`config.mk`:
```
export PLATFORM = sky130hd
export DESIGN_NAME = cpf_front_end
export DESIGN_NICKNAME = d
export VERILOG_FILES = /design/src/cpf_pkg.sv /design/src/cpf_front_end.sv /design/src/cpf_sync2.sv
export VERILOG_INCLUDE_DIRS = /design/src
export SDC_FILE = /design/constraint.sdc
export NUM_CORES = 1
export LEC_CHECK = 0
export ABC_CLOCK_PERIOD_IN_PS = 2700
export BUFFER_PORTS_ARGS = -buffer_cell sky130_fd_sc_hd__buf_4
export CORE_MARGIN = 2
export CORE_UTILIZATION = 53
export DETAILED_ROUTE_END_ITERATION = 10
export PLACE_DENSITY = 0.8
export RECOVER_POWER = 50
export SYNTH_ARGS = -nofsm -noshare
export SYNTH_HDL_FRONTEND = slang
export SYNTH_SLANG_ARGS = --single-unit
```
`constraint.sdc`:
```
create_clock -name aclk -period 2.7 [get_ports aclk]
set_input_delay 0.135 -clock aclk [delete_from_list [all_inputs] [get_ports aclk]]
set_output_delay 0.135 -clock aclk [all_outputs]
set_load 0.02 [all_outputs]
```
`src/cpf_regs.svh`:
```
`ifndef CPF_REGS_SVH
`define CPF_REGS_SVH

// Register byte addresses
`define CPF_ADDR_CTRL 8'h00
`define CPF_ADDR_STATUS 8'h04
`define CPF_ADDR_IRQ_STATUS 8'h08
`define CPF_ADDR_IRQ_MASK 8'h0c
`define CPF_ADDR_LAST_WORD 8'h10

// Control fields
`define CPF_CTRL_RB_CRC_EN 0
`define CPF_CTRL_RESET 1'h0

// Interrupt status / mask bits
`define CPF_IRQ_W 4
`define CPF_IRQ_SYNC 0
`define CPF_IRQ_CRC 1
`define CPF_IRQ_INIT_REL 2
`define CPF_IRQ_PROG 3
`define CPF_IRQ_RESET 4'h0

// Sync pattern in bitstream byte order
`define CPF_SYNC_B3 8'haa
`define CPF_SYNC_B2 8'h99
`define CPF_SYNC_B1 8'h55
`define CPF_SYNC_B0 8'h66

// Mode pin code that selects a master mode
`define CPF_MODE_MASTER 2'h0

// AXI responses
`define CPF_RESP_OKAY 2'h0
`define CPF_RESP_DECERR 2'h3

// Timing
`define CPF_CLK_MHZ 125
`define CPF_INIT_NS 1000
`define CPF_INIT_CYC (((`CPF_INIT_NS * `CPF_CLK_MHZ) + 999) / 1000)
`define CPF_MCLK_HALF_NS 32
`define CPF_MCLK_HALF_CYC (((`CPF_MCLK_HALF_NS * `CPF_CLK_MHZ) + 999) / 1000)
`define CPF_CNT_W 8

`endif

```
`src/cpf_pkg.sv`:
```
package cpf_pkg;

  // Loader sequence, one-hot
  typedef enum logic [4:0] {
    ST_INIT = 5'b00001,
    ST_WAIT = 5'b00010,
    ST_HUNT = 5'b00100,
    ST_LOAD = 5'b01000,
    ST_IDLE = 5'b10000
  } cpf_state_t;

  // One configuration word handed to the packet stage
  typedef struct packed {
    logic wide;
    logic [15:0] data;
  } cpf_word_t;

  // Layout of the status register
  typedef struct packed {
    logic [19:0] zero;
    logic master;
    logic init_level;
    logic crc_err;
    logic synced;
    logic wide;
    logic [4:0] state;
    logic [1:0] mode;
  } cpf_status_t;

endpackage

```
`src/cpf_front_end.sv`:
```
// The AXI4-Lite interface to the registers and the register addresses were decided locally.
`timescale 1ns/1ns
`include "cpf_regs.svh"
module cpf_front_end (
  input wire logic aclk,
  input wire logic aresetn,
  input wire logic [7:0] s_axi_awaddr,
  input wire logic s_axi_awvalid,
  output logic s_axi_awready,
  input wire logic [31:0] s_axi_wdata,
  input wire logic [3:0] s_axi_wstrb,
  input wire logic s_axi_wvalid,
  output logic s_axi_wready,
  output logic [1:0] s_axi_bresp,
  output logic s_axi_bvalid,
  input wire logic s_axi_bready,
  input wire logic [7:0] s_axi_araddr,
  input wire logic s_axi_arvalid,
  output logic s_axi_arready,
  output logic [31:0] s_axi_rdata,
  output logic [1:0] s_axi_rresp,
  output logic s_axi_rvalid,
  input wire logic s_axi_rready,
  input wire logic configuration_clock_in,
  output logic configuration_clock_out,
  output logic configuration_clock_oe,
  input wire logic [15:0] data_pins,
  input wire logic program_n_pin,
  input wire logic init_n_in,
  output logic init_n_out,
  output logic init_n_oe,
  input wire logic [1:0] mode_pins,
  input wire logic crc_err,
  input wire logic readback_crc_err,
  input wire logic config_done,
  output logic word_valid,
  output cpf_pkg::cpf_word_t word_out,
  output logic irq
);

  // Pin inputs after two flops
  logic configuration_clock_s;
  logic [15:0] data_s;
  logic prog_n_s, prog_req_s;
  logic init_s;
  logic [1:0] mode_s;

  cpf_sync2 #(.W(1)) u_sync_configuration_clock (.aclk(aclk), .aresetn(aresetn), .d(configuration_clock_in), .q(configuration_clock_s));
  cpf_sync2 #(.W(16)) u_sync_data (.aclk(aclk), .aresetn(aresetn), .d(data_pins), .q(data_s));
  cpf_sync2 #(.W(1)) u_sync_prog (.aclk(aclk), .aresetn(aresetn), .d(~program_n_pin), .q(prog_req_s));
  assign prog_n_s = ~prog_req_s; // Inverted so the flop reset does not look like a request
  cpf_sync2 #(.W(1)) u_sync_init (.aclk(aclk), .aresetn(aresetn), .d(init_n_in), .q(init_s));
  cpf_sync2 #(.W(2)) u_sync_mode (.aclk(aclk), .aresetn(aresetn), .d(mode_pins), .q(mode_s));

  // Pin bit 0 carries the byte's MSB
  function automatic logic [7:0] rev8(input logic [7:0] b);
    logic [7:0] r;
    r = 8'h00;
    for (int i = 0; i < 8; i++) begin
      r[7-i] = b[i];
    end
    return r;
  endfunction

  // Loader state
  cpf_pkg::cpf_state_t state_reg, state_next;
  logic [`CPF_CNT_W-1:0] init_cnt_reg, init_cnt_next;
  logic [`CPF_CNT_W-1:0] div_cnt_reg, div_cnt_next;
  logic mclk_reg, mclk_next;
  logic configuration_clock_d_reg, configuration_clock_d_next;
  logic [1:0] mode_smp_reg, mode_smp_next;
  logic master_reg, master_next;
  logic wide_reg, wide_next;
  logic crc_latch_reg, crc_latch_next;
  logic [7:0] h0_reg, h0_next, h1_reg, h1_next, h2_reg, h2_next;
  logic word_valid_reg, word_valid_next;
  cpf_pkg::cpf_word_t word_reg, word_next;
  logic prog_d_reg, prog_d_next;

  // Register file state
  logic aw_hold_reg, aw_hold_next;
  logic w_hold_reg, w_hold_next;
  logic [7:0] awaddr_reg, awaddr_next;
  logic [31:0] wdata_reg, wdata_next;
  logic [3:0] wstrb_reg, wstrb_next;
  logic bvalid_reg, bvalid_next;
  logic [1:0] bresp_reg, bresp_next;
  logic rvalid_reg, rvalid_next;
  logic [31:0] rdata_reg, rdata_next;
  logic [1:0] rresp_reg, rresp_next;
  logic ctrl_rb_en_reg, ctrl_rb_en_next;
  logic [`CPF_IRQ_W-1:0] irq_stat_reg, irq_stat_next;
  logic [`CPF_IRQ_W-1:0] irq_mask_reg, irq_mask_next;

  logic sample_strobe;
  logic [7:0] lo_b, hi_b;
  logic hit_x8, hit_x16;
  logic [`CPF_IRQ_W-1:0] events;
  logic aw_take, w_take, ar_take, wr_fire;
  cpf_pkg::cpf_status_t status_w;

  // Data strobe: own clock edge in master modes, sampled pin edge otherwise
  always_comb begin
    lo_b = rev8(data_s[7:0]);
    hi_b = rev8(data_s[15:8]);
    sample_strobe = master_reg ? (mclk_next & ~mclk_reg) : (configuration_clock_s & ~configuration_clock_d_reg);
    // x8 needs aa,99,55,66 on the low byte; x16 needs 99 then 66
    hit_x8 = (h2_reg == `CPF_SYNC_B3) && (h1_reg == `CPF_SYNC_B2) && (h0_reg == `CPF_SYNC_B1) &&
             (lo_b == `CPF_SYNC_B0);
    hit_x16 = (h0_reg == `CPF_SYNC_B2) && (lo_b == `CPF_SYNC_B0);
  end

  // Loader next-state logic
  always_comb begin
    state_next = state_reg;
    init_cnt_next = init_cnt_reg;
    div_cnt_next = div_cnt_reg;
    mclk_next = mclk_reg;
    configuration_clock_d_next = configuration_clock_s;
    mode_smp_next = mode_smp_reg;
    master_next = master_reg;
    wide_next = wide_reg;
    crc_latch_next = crc_latch_reg;
    h0_next = h0_reg;
    h1_next = h1_reg;
    h2_next = h2_reg;
    word_valid_next = 1'b0;
    word_next = word_reg;
    prog_d_next = prog_n_s;
    events = '0;
    // Master clock divider only runs once a master mode is chosen
    if (master_reg && (state_reg == cpf_pkg::ST_HUNT || state_reg == cpf_pkg::ST_LOAD)) begin
      if (div_cnt_reg == `CPF_CNT_W'(`CPF_MCLK_HALF_CYC - 1)) begin
        div_cnt_next = '0;
        mclk_next = ~mclk_reg;
      end else begin
        div_cnt_next = div_cnt_reg + `CPF_CNT_W'(1);
      end
    end
    unique case (state_reg)
      cpf_pkg::ST_INIT: begin
        // Init pin is driven low here for the clearing time
        if (init_cnt_reg == `CPF_CNT_W'(`CPF_INIT_CYC - 1)) begin
          state_next = cpf_pkg::ST_WAIT;
        end else begin
          init_cnt_next = init_cnt_reg + `CPF_CNT_W'(1);
        end
      end
      cpf_pkg::ST_WAIT: begin
        // Released, but an outside low holds us here
        if (init_s) begin
          mode_smp_next = mode_s;
          master_next = (mode_s == `CPF_MODE_MASTER);
          events[`CPF_IRQ_INIT_REL] = 1'b1;
          state_next = cpf_pkg::ST_HUNT;
        end
      end
      cpf_pkg::ST_HUNT: begin
        // Nothing leaves the block before sync
        if (sample_strobe) begin
          h2_next = h1_reg;
          h1_next = h0_reg;
          h0_next = lo_b;
          if (hit_x8) begin
            wide_next = 1'b0;
            state_next = cpf_pkg::ST_LOAD;
            events[`CPF_IRQ_SYNC] = 1'b1;
          end else if (hit_x16) begin
            wide_next = 1'b1;
            state_next = cpf_pkg::ST_LOAD;
            events[`CPF_IRQ_SYNC] = 1'b1;
          end
        end
      end
      cpf_pkg::ST_LOAD: begin
        // One word per rising configuration clock edge
        if (sample_strobe) begin
          word_valid_next = 1'b1;
          word_next.wide = wide_reg;
          word_next.data = wide_reg ? {hi_b, lo_b} : {8'h00, lo_b};
        end
        if (config_done) begin
          state_next = cpf_pkg::ST_IDLE;
        end
      end
      cpf_pkg::ST_IDLE: begin
        state_next = cpf_pkg::ST_IDLE;
      end
      default: begin
        state_next = cpf_pkg::ST_INIT;
      end
    endcase
    // Init pin as error flag only after mode sampling; stays low once set
    if ((state_reg == cpf_pkg::ST_HUNT || state_reg == cpf_pkg::ST_LOAD) && crc_err) begin
      crc_latch_next = 1'b1;
      events[`CPF_IRQ_CRC] = 1'b1;
    end
    if (state_reg == cpf_pkg::ST_IDLE && ctrl_rb_en_reg && readback_crc_err) begin
      crc_latch_next = 1'b1;
      events[`CPF_IRQ_CRC] = 1'b1;
    end
    // Program request restarts the loader and holds in init
    if (!prog_n_s) begin
      state_next = cpf_pkg::ST_INIT;
      init_cnt_next = '0;
      div_cnt_next = '0;
      mclk_next = 1'b0;
      master_next = 1'b0;
      wide_next = 1'b0;
      crc_latch_next = 1'b0;
      h0_next = 8'h00;
      h1_next = 8'h00;
      h2_next = 8'h00;
      word_valid_next = 1'b0;
      events[`CPF_IRQ_PROG] = prog_d_reg;
    end
  end

  // Loader registers
  always_ff @(posedge aclk) begin
    if (!aresetn) begin
      state_reg <= cpf_pkg::ST_INIT;
      init_cnt_reg <= '0;
      div_cnt_reg <= '0;
      mclk_reg <= 1'b0;
      configuration_clock_d_reg <= 1'b0;
      mode_smp_reg <= 2'h0;
      master_reg <= 1'b0;
      wide_reg <= 1'b0;
      crc_latch_reg <= 1'b0;
      h0_reg <= 8'h00;
      h1_reg <= 8'h00;
      h2_reg <= 8'h00;
      word_valid_reg <= 1'b0;
      word_reg <= '0;
      prog_d_reg <= 1'b1;
    end else begin
      state_reg <= state_next;
      init_cnt_reg <= init_cnt_next;
      div_cnt_reg <= div_cnt_next;
      mclk_reg <= mclk_next;
      configuration_clock_d_reg <= configuration_clock_d_next;
      mode_smp_reg <= mode_smp_next;
      master_reg <= master_next;
      wide_reg <= wide_next;
      crc_latch_reg <= crc_latch_next;
      h0_reg <= h0_next;
      h1_reg <= h1_next;
      h2_reg <= h2_next;
      word_valid_reg <= word_valid_next;
      word_reg <= word_next;
      prog_d_reg <= prog_d_next;
    end
  end

  // Open drain: only ever pull low, the board pull-up gives the high
  assign init_n_out = 1'b0;
  assign init_n_oe = (state_reg == cpf_pkg::ST_INIT) | crc_latch_reg;
  assign configuration_clock_out = mclk_reg;
  assign configuration_clock_oe = master_reg;
  assign word_valid = word_valid_reg;
  assign word_out = word_reg;

  // Status word; mode field follows the pins live
  always_comb begin
    status_w = '0;
    status_w.mode = mode_s;
    status_w.state = state_reg;
    status_w.wide = wide_reg;
    status_w.synced = (state_reg == cpf_pkg::ST_LOAD) | (state_reg == cpf_pkg::ST_IDLE);
    status_w.crc_err = crc_latch_reg;
    status_w.init_level = init_s;
    status_w.master = master_reg;
  end

  // AXI4-Lite handshakes; address and data may arrive in either order
  assign s_axi_awready = !aw_hold_reg && !bvalid_reg;
  assign s_axi_wready = !w_hold_reg && !bvalid_reg;
  assign s_axi_arready = !rvalid_reg;
  assign aw_take = s_axi_awvalid && s_axi_awready;
  assign w_take = s_axi_wvalid && s_axi_wready;
  assign ar_take = s_axi_arvalid && s_axi_arready;
  assign wr_fire = aw_hold_reg && w_hold_reg && !bvalid_reg;

  // Register file next values
  always_comb begin
    aw_hold_next = aw_hold_reg;
    w_hold_next = w_hold_reg;
    awaddr_next = awaddr_reg;
    wdata_next = wdata_reg;
    wstrb_next = wstrb_reg;
    bvalid_next = bvalid_reg;
    bresp_next = bresp_reg;
    rvalid_next = rvalid_reg;
    rdata_next = rdata_reg;
    rresp_next = rresp_reg;
    ctrl_rb_en_next = ctrl_rb_en_reg;
    irq_mask_next = irq_mask_reg;
    irq_stat_next = irq_stat_reg;
    if (aw_take) begin
      aw_hold_next = 1'b1;
      awaddr_next = s_axi_awaddr;
    end
    if (w_take) begin
      w_hold_next = 1'b1;
      wdata_next = s_axi_wdata;
      wstrb_next = s_axi_wstrb;
    end
    if (wr_fire) begin
      aw_hold_next = 1'b0;
      w_hold_next = 1'b0;
      bvalid_next = 1'b1;
      bresp_next = `CPF_RESP_OKAY;
      unique case (awaddr_reg)
        `CPF_ADDR_CTRL: begin
          if (wstrb_reg[0]) begin
            ctrl_rb_en_next = wdata_reg[`CPF_CTRL_RB_CRC_EN];
          end
        end
        `CPF_ADDR_IRQ_MASK: begin
          if (wstrb_reg[0]) begin
            irq_mask_next = wdata_reg[`CPF_IRQ_W-1:0];
          end
        end
        `CPF_ADDR_STATUS, `CPF_ADDR_IRQ_STATUS, `CPF_ADDR_LAST_WORD: begin
          bresp_next = `CPF_RESP_OKAY;
        end
        default: begin
          bresp_next = `CPF_RESP_DECERR;
        end
      endcase
    end else if (bvalid_reg && s_axi_bready) begin
      bvalid_next = 1'b0;
    end
    if (ar_take) begin
      rvalid_next = 1'b1;
      rresp_next = `CPF_RESP_OKAY;
      unique case (s_axi_araddr)
        `CPF_ADDR_CTRL: rdata_next = {31'h0, ctrl_rb_en_reg};
        `CPF_ADDR_STATUS: rdata_next = status_w;
        `CPF_ADDR_IRQ_STATUS: rdata_next = {28'h0, irq_stat_reg};
        `CPF_ADDR_IRQ_MASK: rdata_next = {28'h0, irq_mask_reg};
        `CPF_ADDR_LAST_WORD: rdata_next = {15'h0, word_reg};
        default: begin
          rdata_next = 32'h0;
          rresp_next = `CPF_RESP_DECERR;
        end
      endcase
      // Read clears the sticky bits it returned
      if (s_axi_araddr == `CPF_ADDR_IRQ_STATUS) begin
        irq_stat_next = '0;
      end
    end else if (rvalid_reg && s_axi_rready) begin
      rvalid_next = 1'b0;
    end
    // A new event in the clearing cycle survives
    irq_stat_next = irq_stat_next | events;
  end

  // Register file registers
  always_ff @(posedge aclk) begin
    if (!aresetn) begin
      aw_hold_reg <= 1'b0;
      w_hold_reg <= 1'b0;
      awaddr_reg <= 8'h00;
      wdata_reg <= 32'h0;
      wstrb_reg <= 4'h0;
      bvalid_reg <= 1'b0;
      bresp_reg <= `CPF_RESP_OKAY;
      rvalid_reg <= 1'b0;
      rdata_reg <= 32'h0;
      rresp_reg <= `CPF_RESP_OKAY;
      ctrl_rb_en_reg <= `CPF_CTRL_RESET;
      irq_stat_reg <= `CPF_IRQ_RESET;
      irq_mask_reg <= `CPF_IRQ_RESET;
    end else begin
      aw_hold_reg <= aw_hold_next;
      w_hold_reg <= w_hold_next;
      awaddr_reg <= awaddr_next;
      wdata_reg <= wdata_next;
      wstrb_reg <= wstrb_next;
      bvalid_reg <= bvalid_next;
      bresp_reg <= bresp_next;
      rvalid_reg <= rvalid_next;
      rdata_reg <= rdata_next;
      rresp_reg <= rresp_next;
      ctrl_rb_en_reg <= ctrl_rb_en_next;
      irq_stat_reg <= irq_stat_next;
      irq_mask_reg <= irq_mask_next;
    end
  end

  assign s_axi_bvalid = bvalid_reg;
  assign s_axi_bresp = bresp_reg;
  assign s_axi_rvalid = rvalid_reg;
  assign s_axi_rdata = rdata_reg;
  assign s_axi_rresp = rresp_reg;
  // Level interrupt from unmasked sticky bits
  assign irq = |(irq_stat_reg & irq_mask_reg);

endmodule

```
`src/cpf_sync2.sv`:
```
`timescale 1ns/1ns
// Two-stage synchroniser for pins from outside the clock domain
module cpf_sync2 #(
  parameter int W = 1
) (
  input wire logic aclk,
  input wire logic aresetn,
  input wire logic [W-1:0] d,
  output logic [W-1:0] q
);

  logic [W-1:0] meta_reg;
  logic [W-1:0] q_reg;

  // First stage feeds only the second
  always_ff @(posedge aclk) begin
    if (!aresetn) begin
      meta_reg <= '0;
      q_reg <= '0;
    end else begin
      meta_reg <= d;
      q_reg <= meta_reg;
    end
  end

  assign q = q_reg;

endmodule
```
==> results.md <==
* Die Ht at 113 µm
* Port Buf Inserts at 99
* Total grt overflow at 0
* Unrepaired setup endpoints after global routing: no
* Area growth syn-to-layout at 23.8%
* Vias per cell at 5.36
* Total Routed Length at 14700 µm
* Reg clk slew, reported paths at 0.06 ns
* Slew HR at -34.1%
* Area of the mapped netlist at 0.00627 mm²
* Critical-path maximum fanout at 53
* Post-synthesis sequential area ratio at 49.8%
* Hold Path Class: in2reg
* Gr usage total at 23.6%
* Setup-failing EPs final at 0
* Reg2Reg Setup Slack at 0.34 ns
* Power per cell area at 664 mW/mm²
* Crit Path Class: in2reg
* WL per Instance at 15.7 µm
* Clk_skew at 0.0175 ns
* P_leak at 2.89 nW
* Row cnt at 39
* Initial DRT Pass Iterations at 6
* Tmin final at 2.39 ns
* Post-Route Setup TNS at 0 ns
* Status: finished with violations
* CTS max path bufs at 2
* Yosys reg bits at 156
* Failing checks: capacitance limit, slew limit
* FMAX at 419 MHz
* # hold bufs at CTS at 37
* Startpoint types: primary input
* Post-cts gate resize count at 0
* Hold Crit Endpoint: irq_stat_reg[1]$_SDFF_PN0_
* Placed cells at 869
* Most frequent cells in the layout: 156 x dfxtp_1, 88 x nand2_1, 58 x nor2_1
* # clock sinks at 156
* TritonCTS clock tree: yes
* Synth Flop Type: dfxtp_1
* Vias in the first global route at 4927
* Initial Util at 54.7%
* Initial antenna violation count at 0
* Worst Tran Pin Value at 2.01 ns
* Max-Cap Viols at 1
* Final critical-path share of the clock period at 88.4%
* First-pass GRT wire length at 23600 µm
* Hold path start: crc_err
* CTS buffer count at 17
* HPWL after DPL at 9660 µm
* Filler Cells Inserted at 910
* N_diodes at 0
* Power, Total at 5.15 mW
* Post-Syn Instances at 661
* Final number of hold-violating endpoints at 0
* Layout Cells excl Fill at 938
* # DRC at 0
* VDD IR max at 0.494 mV
* Async S/R FF share, synth at 0%
* Number of buffers added for setup after CTS at 0
* Worst Reg-to-Reg Cells at 7
* Antenna Nets Post-Route at 0
* Post-synthesis average cell area at 9.48 µm²
* Count of cell types in the netlist at 58
* Die W at 113 µm
* Root Driver: clkbuf_16
* Worst hold stages at 3
* WP data arrival at 2.75 ns
* CP Capture Type: register
* Largest net degree at the start of global routing at 54
* NumNets Final at 868
* Slew Viols, Final at 54
* Clock Latency Late Sink at 0.43 ns
* Synth warn at 0
* Most common cell after layout, fill and taps aside: dfxtp_1
* Initial DRC count at 291
* Layout cell share with drive strength beyond 1 at 12.8%
* CP required at 3.06 ns
* Number of flops mapped to enable cells by yosys at 0
* Final GP Congestion at 0.883
* Num ports at 147
* R2r startpoint: div_cnt_reg[0]$_SDFFE_PP0N_
* Die ar. at 0.0127 mm²
* H-tree depth at 4
* Core area at 0.0115 mm²
* R2R Path End: word_out[11]$_SDFFE_PN0P_
* Vias at 5032
==> kinds of logic after synthesis <==
family,Yosys count,synth area share (%)
AO/OA/AOI/OAI,74,8.00
XOR/XNOR,15,2.10
adder cells (fa/ha/maj),3,0.599
buffers and inverters,63,5.89
flip-flops,156,49.8
multiplexers,55,8.98
other,1,0.0598
AND/OR/NAND/NOR,294,24.6
==> worst max path at each step <==
stage / from / to / slack, ns
3_5_place_dp: div_cnt_reg[0]$_SDFFE_PP0N_ / word_out[3]$_SDFFE_PN0P_ / 0.47
4_1_cts: div_cnt_reg[0]$_SDFFE_PP0N_ / word_out[11]$_SDFFE_PN0P_ / 0.35
3_3_place_gp: div_cnt_reg[0]$_SDFFE_PP0N_ / word_out[13]$_SDFFE_PN0P_ / 0.59
5_1_grt: aresetn / word_out[11]$_SDFFE_PN0P_ / 0.1
6_report: aresetn / s_axi_rvalid$_SDFFE_PN0P_ / 0.31
2_1_floorplan: div_cnt_reg[0]$_SDFFE_PP0N_ / word_out[10]$_SDFFE_PN0P_ / 0.81
==> worst max-delay path, cell delays in order <==
cell           delay [ns]
clkbuf_1             1.41
buf_4                0.45
o211a_1              0.18
dlygate4sd3_1        0.54
==> report_power, final <==
part           internal (mW)  switching [mW]
Clock                   1.47           0.974
Sequential              2.36          0.0338
Combinational          0.147           0.166
==> cell type report <==
class / count / area (µm²) / area share, %
Clock inverter: 15 / 186 / 2.40
Tap cell: 143 / 179 / 2.30
Inverter: 8 / 30.0 / 0.387
Sequential cell: 156 / 3120 / 40.2
Clock buffer: 17 / 425 / 5.48
Multi-Input combinational cell: 457 / 2840 / 36.6
Timing Repair Buffer: 142 / 980 / 12.6
==> Yosys cell counts (all sizes together), types with 8 or more instances <==
library cell  instances  area share [%]
nand3                21             1.8
buf                  32             4.0
clkbuf               23             1.4
dfxtp               156              50
nor2                 58             3.5
mux2i                54             8.6
a21boi               17             2.0
nor3                  9            0.72
nand2                88             5.3
xnor2                 8             1.1
o21ai                18             1.4
inv                   8            0.48
a21oi                11            0.88
a22oi                11             1.3
and2                 53             5.3
nor2b                16             1.6
==> metal layers <==
| metal | track usage [%] | wire length (µm) | share of wire (%) |
|---|---|---|---|
| met5 | 0 | 0 | 0 |
| met4 | 13.0 | 559 | 3.8 |
| met3 | 6.86 | 889 | 6.0 |
| met2 | 39.2 | 7230 | 49 |
| met1 | 27.5 | 6060 | 41 |
==> metrics by stage <==
stage / hold slack, ns / util [%] / instance area [µm²] / setup slack (ns)
2_1_floorplan: 0.207 / - / 6320 / 0.810
3_3_place_gp: 0.305 / 60.7 / 6960 / 0.588
4_1_cts: 0.0232 / 69.3 / 7940 / 0.354
3_5_place_dp: 0.305 / 60.7 / 6960 / 0.465
5_1_grt: 0.0561 / 67.7 / 7760 / 0.0969
6_report: 0.0470 / 67.7 / 7760 / 0.312
(Power assumes the default switching activity.)
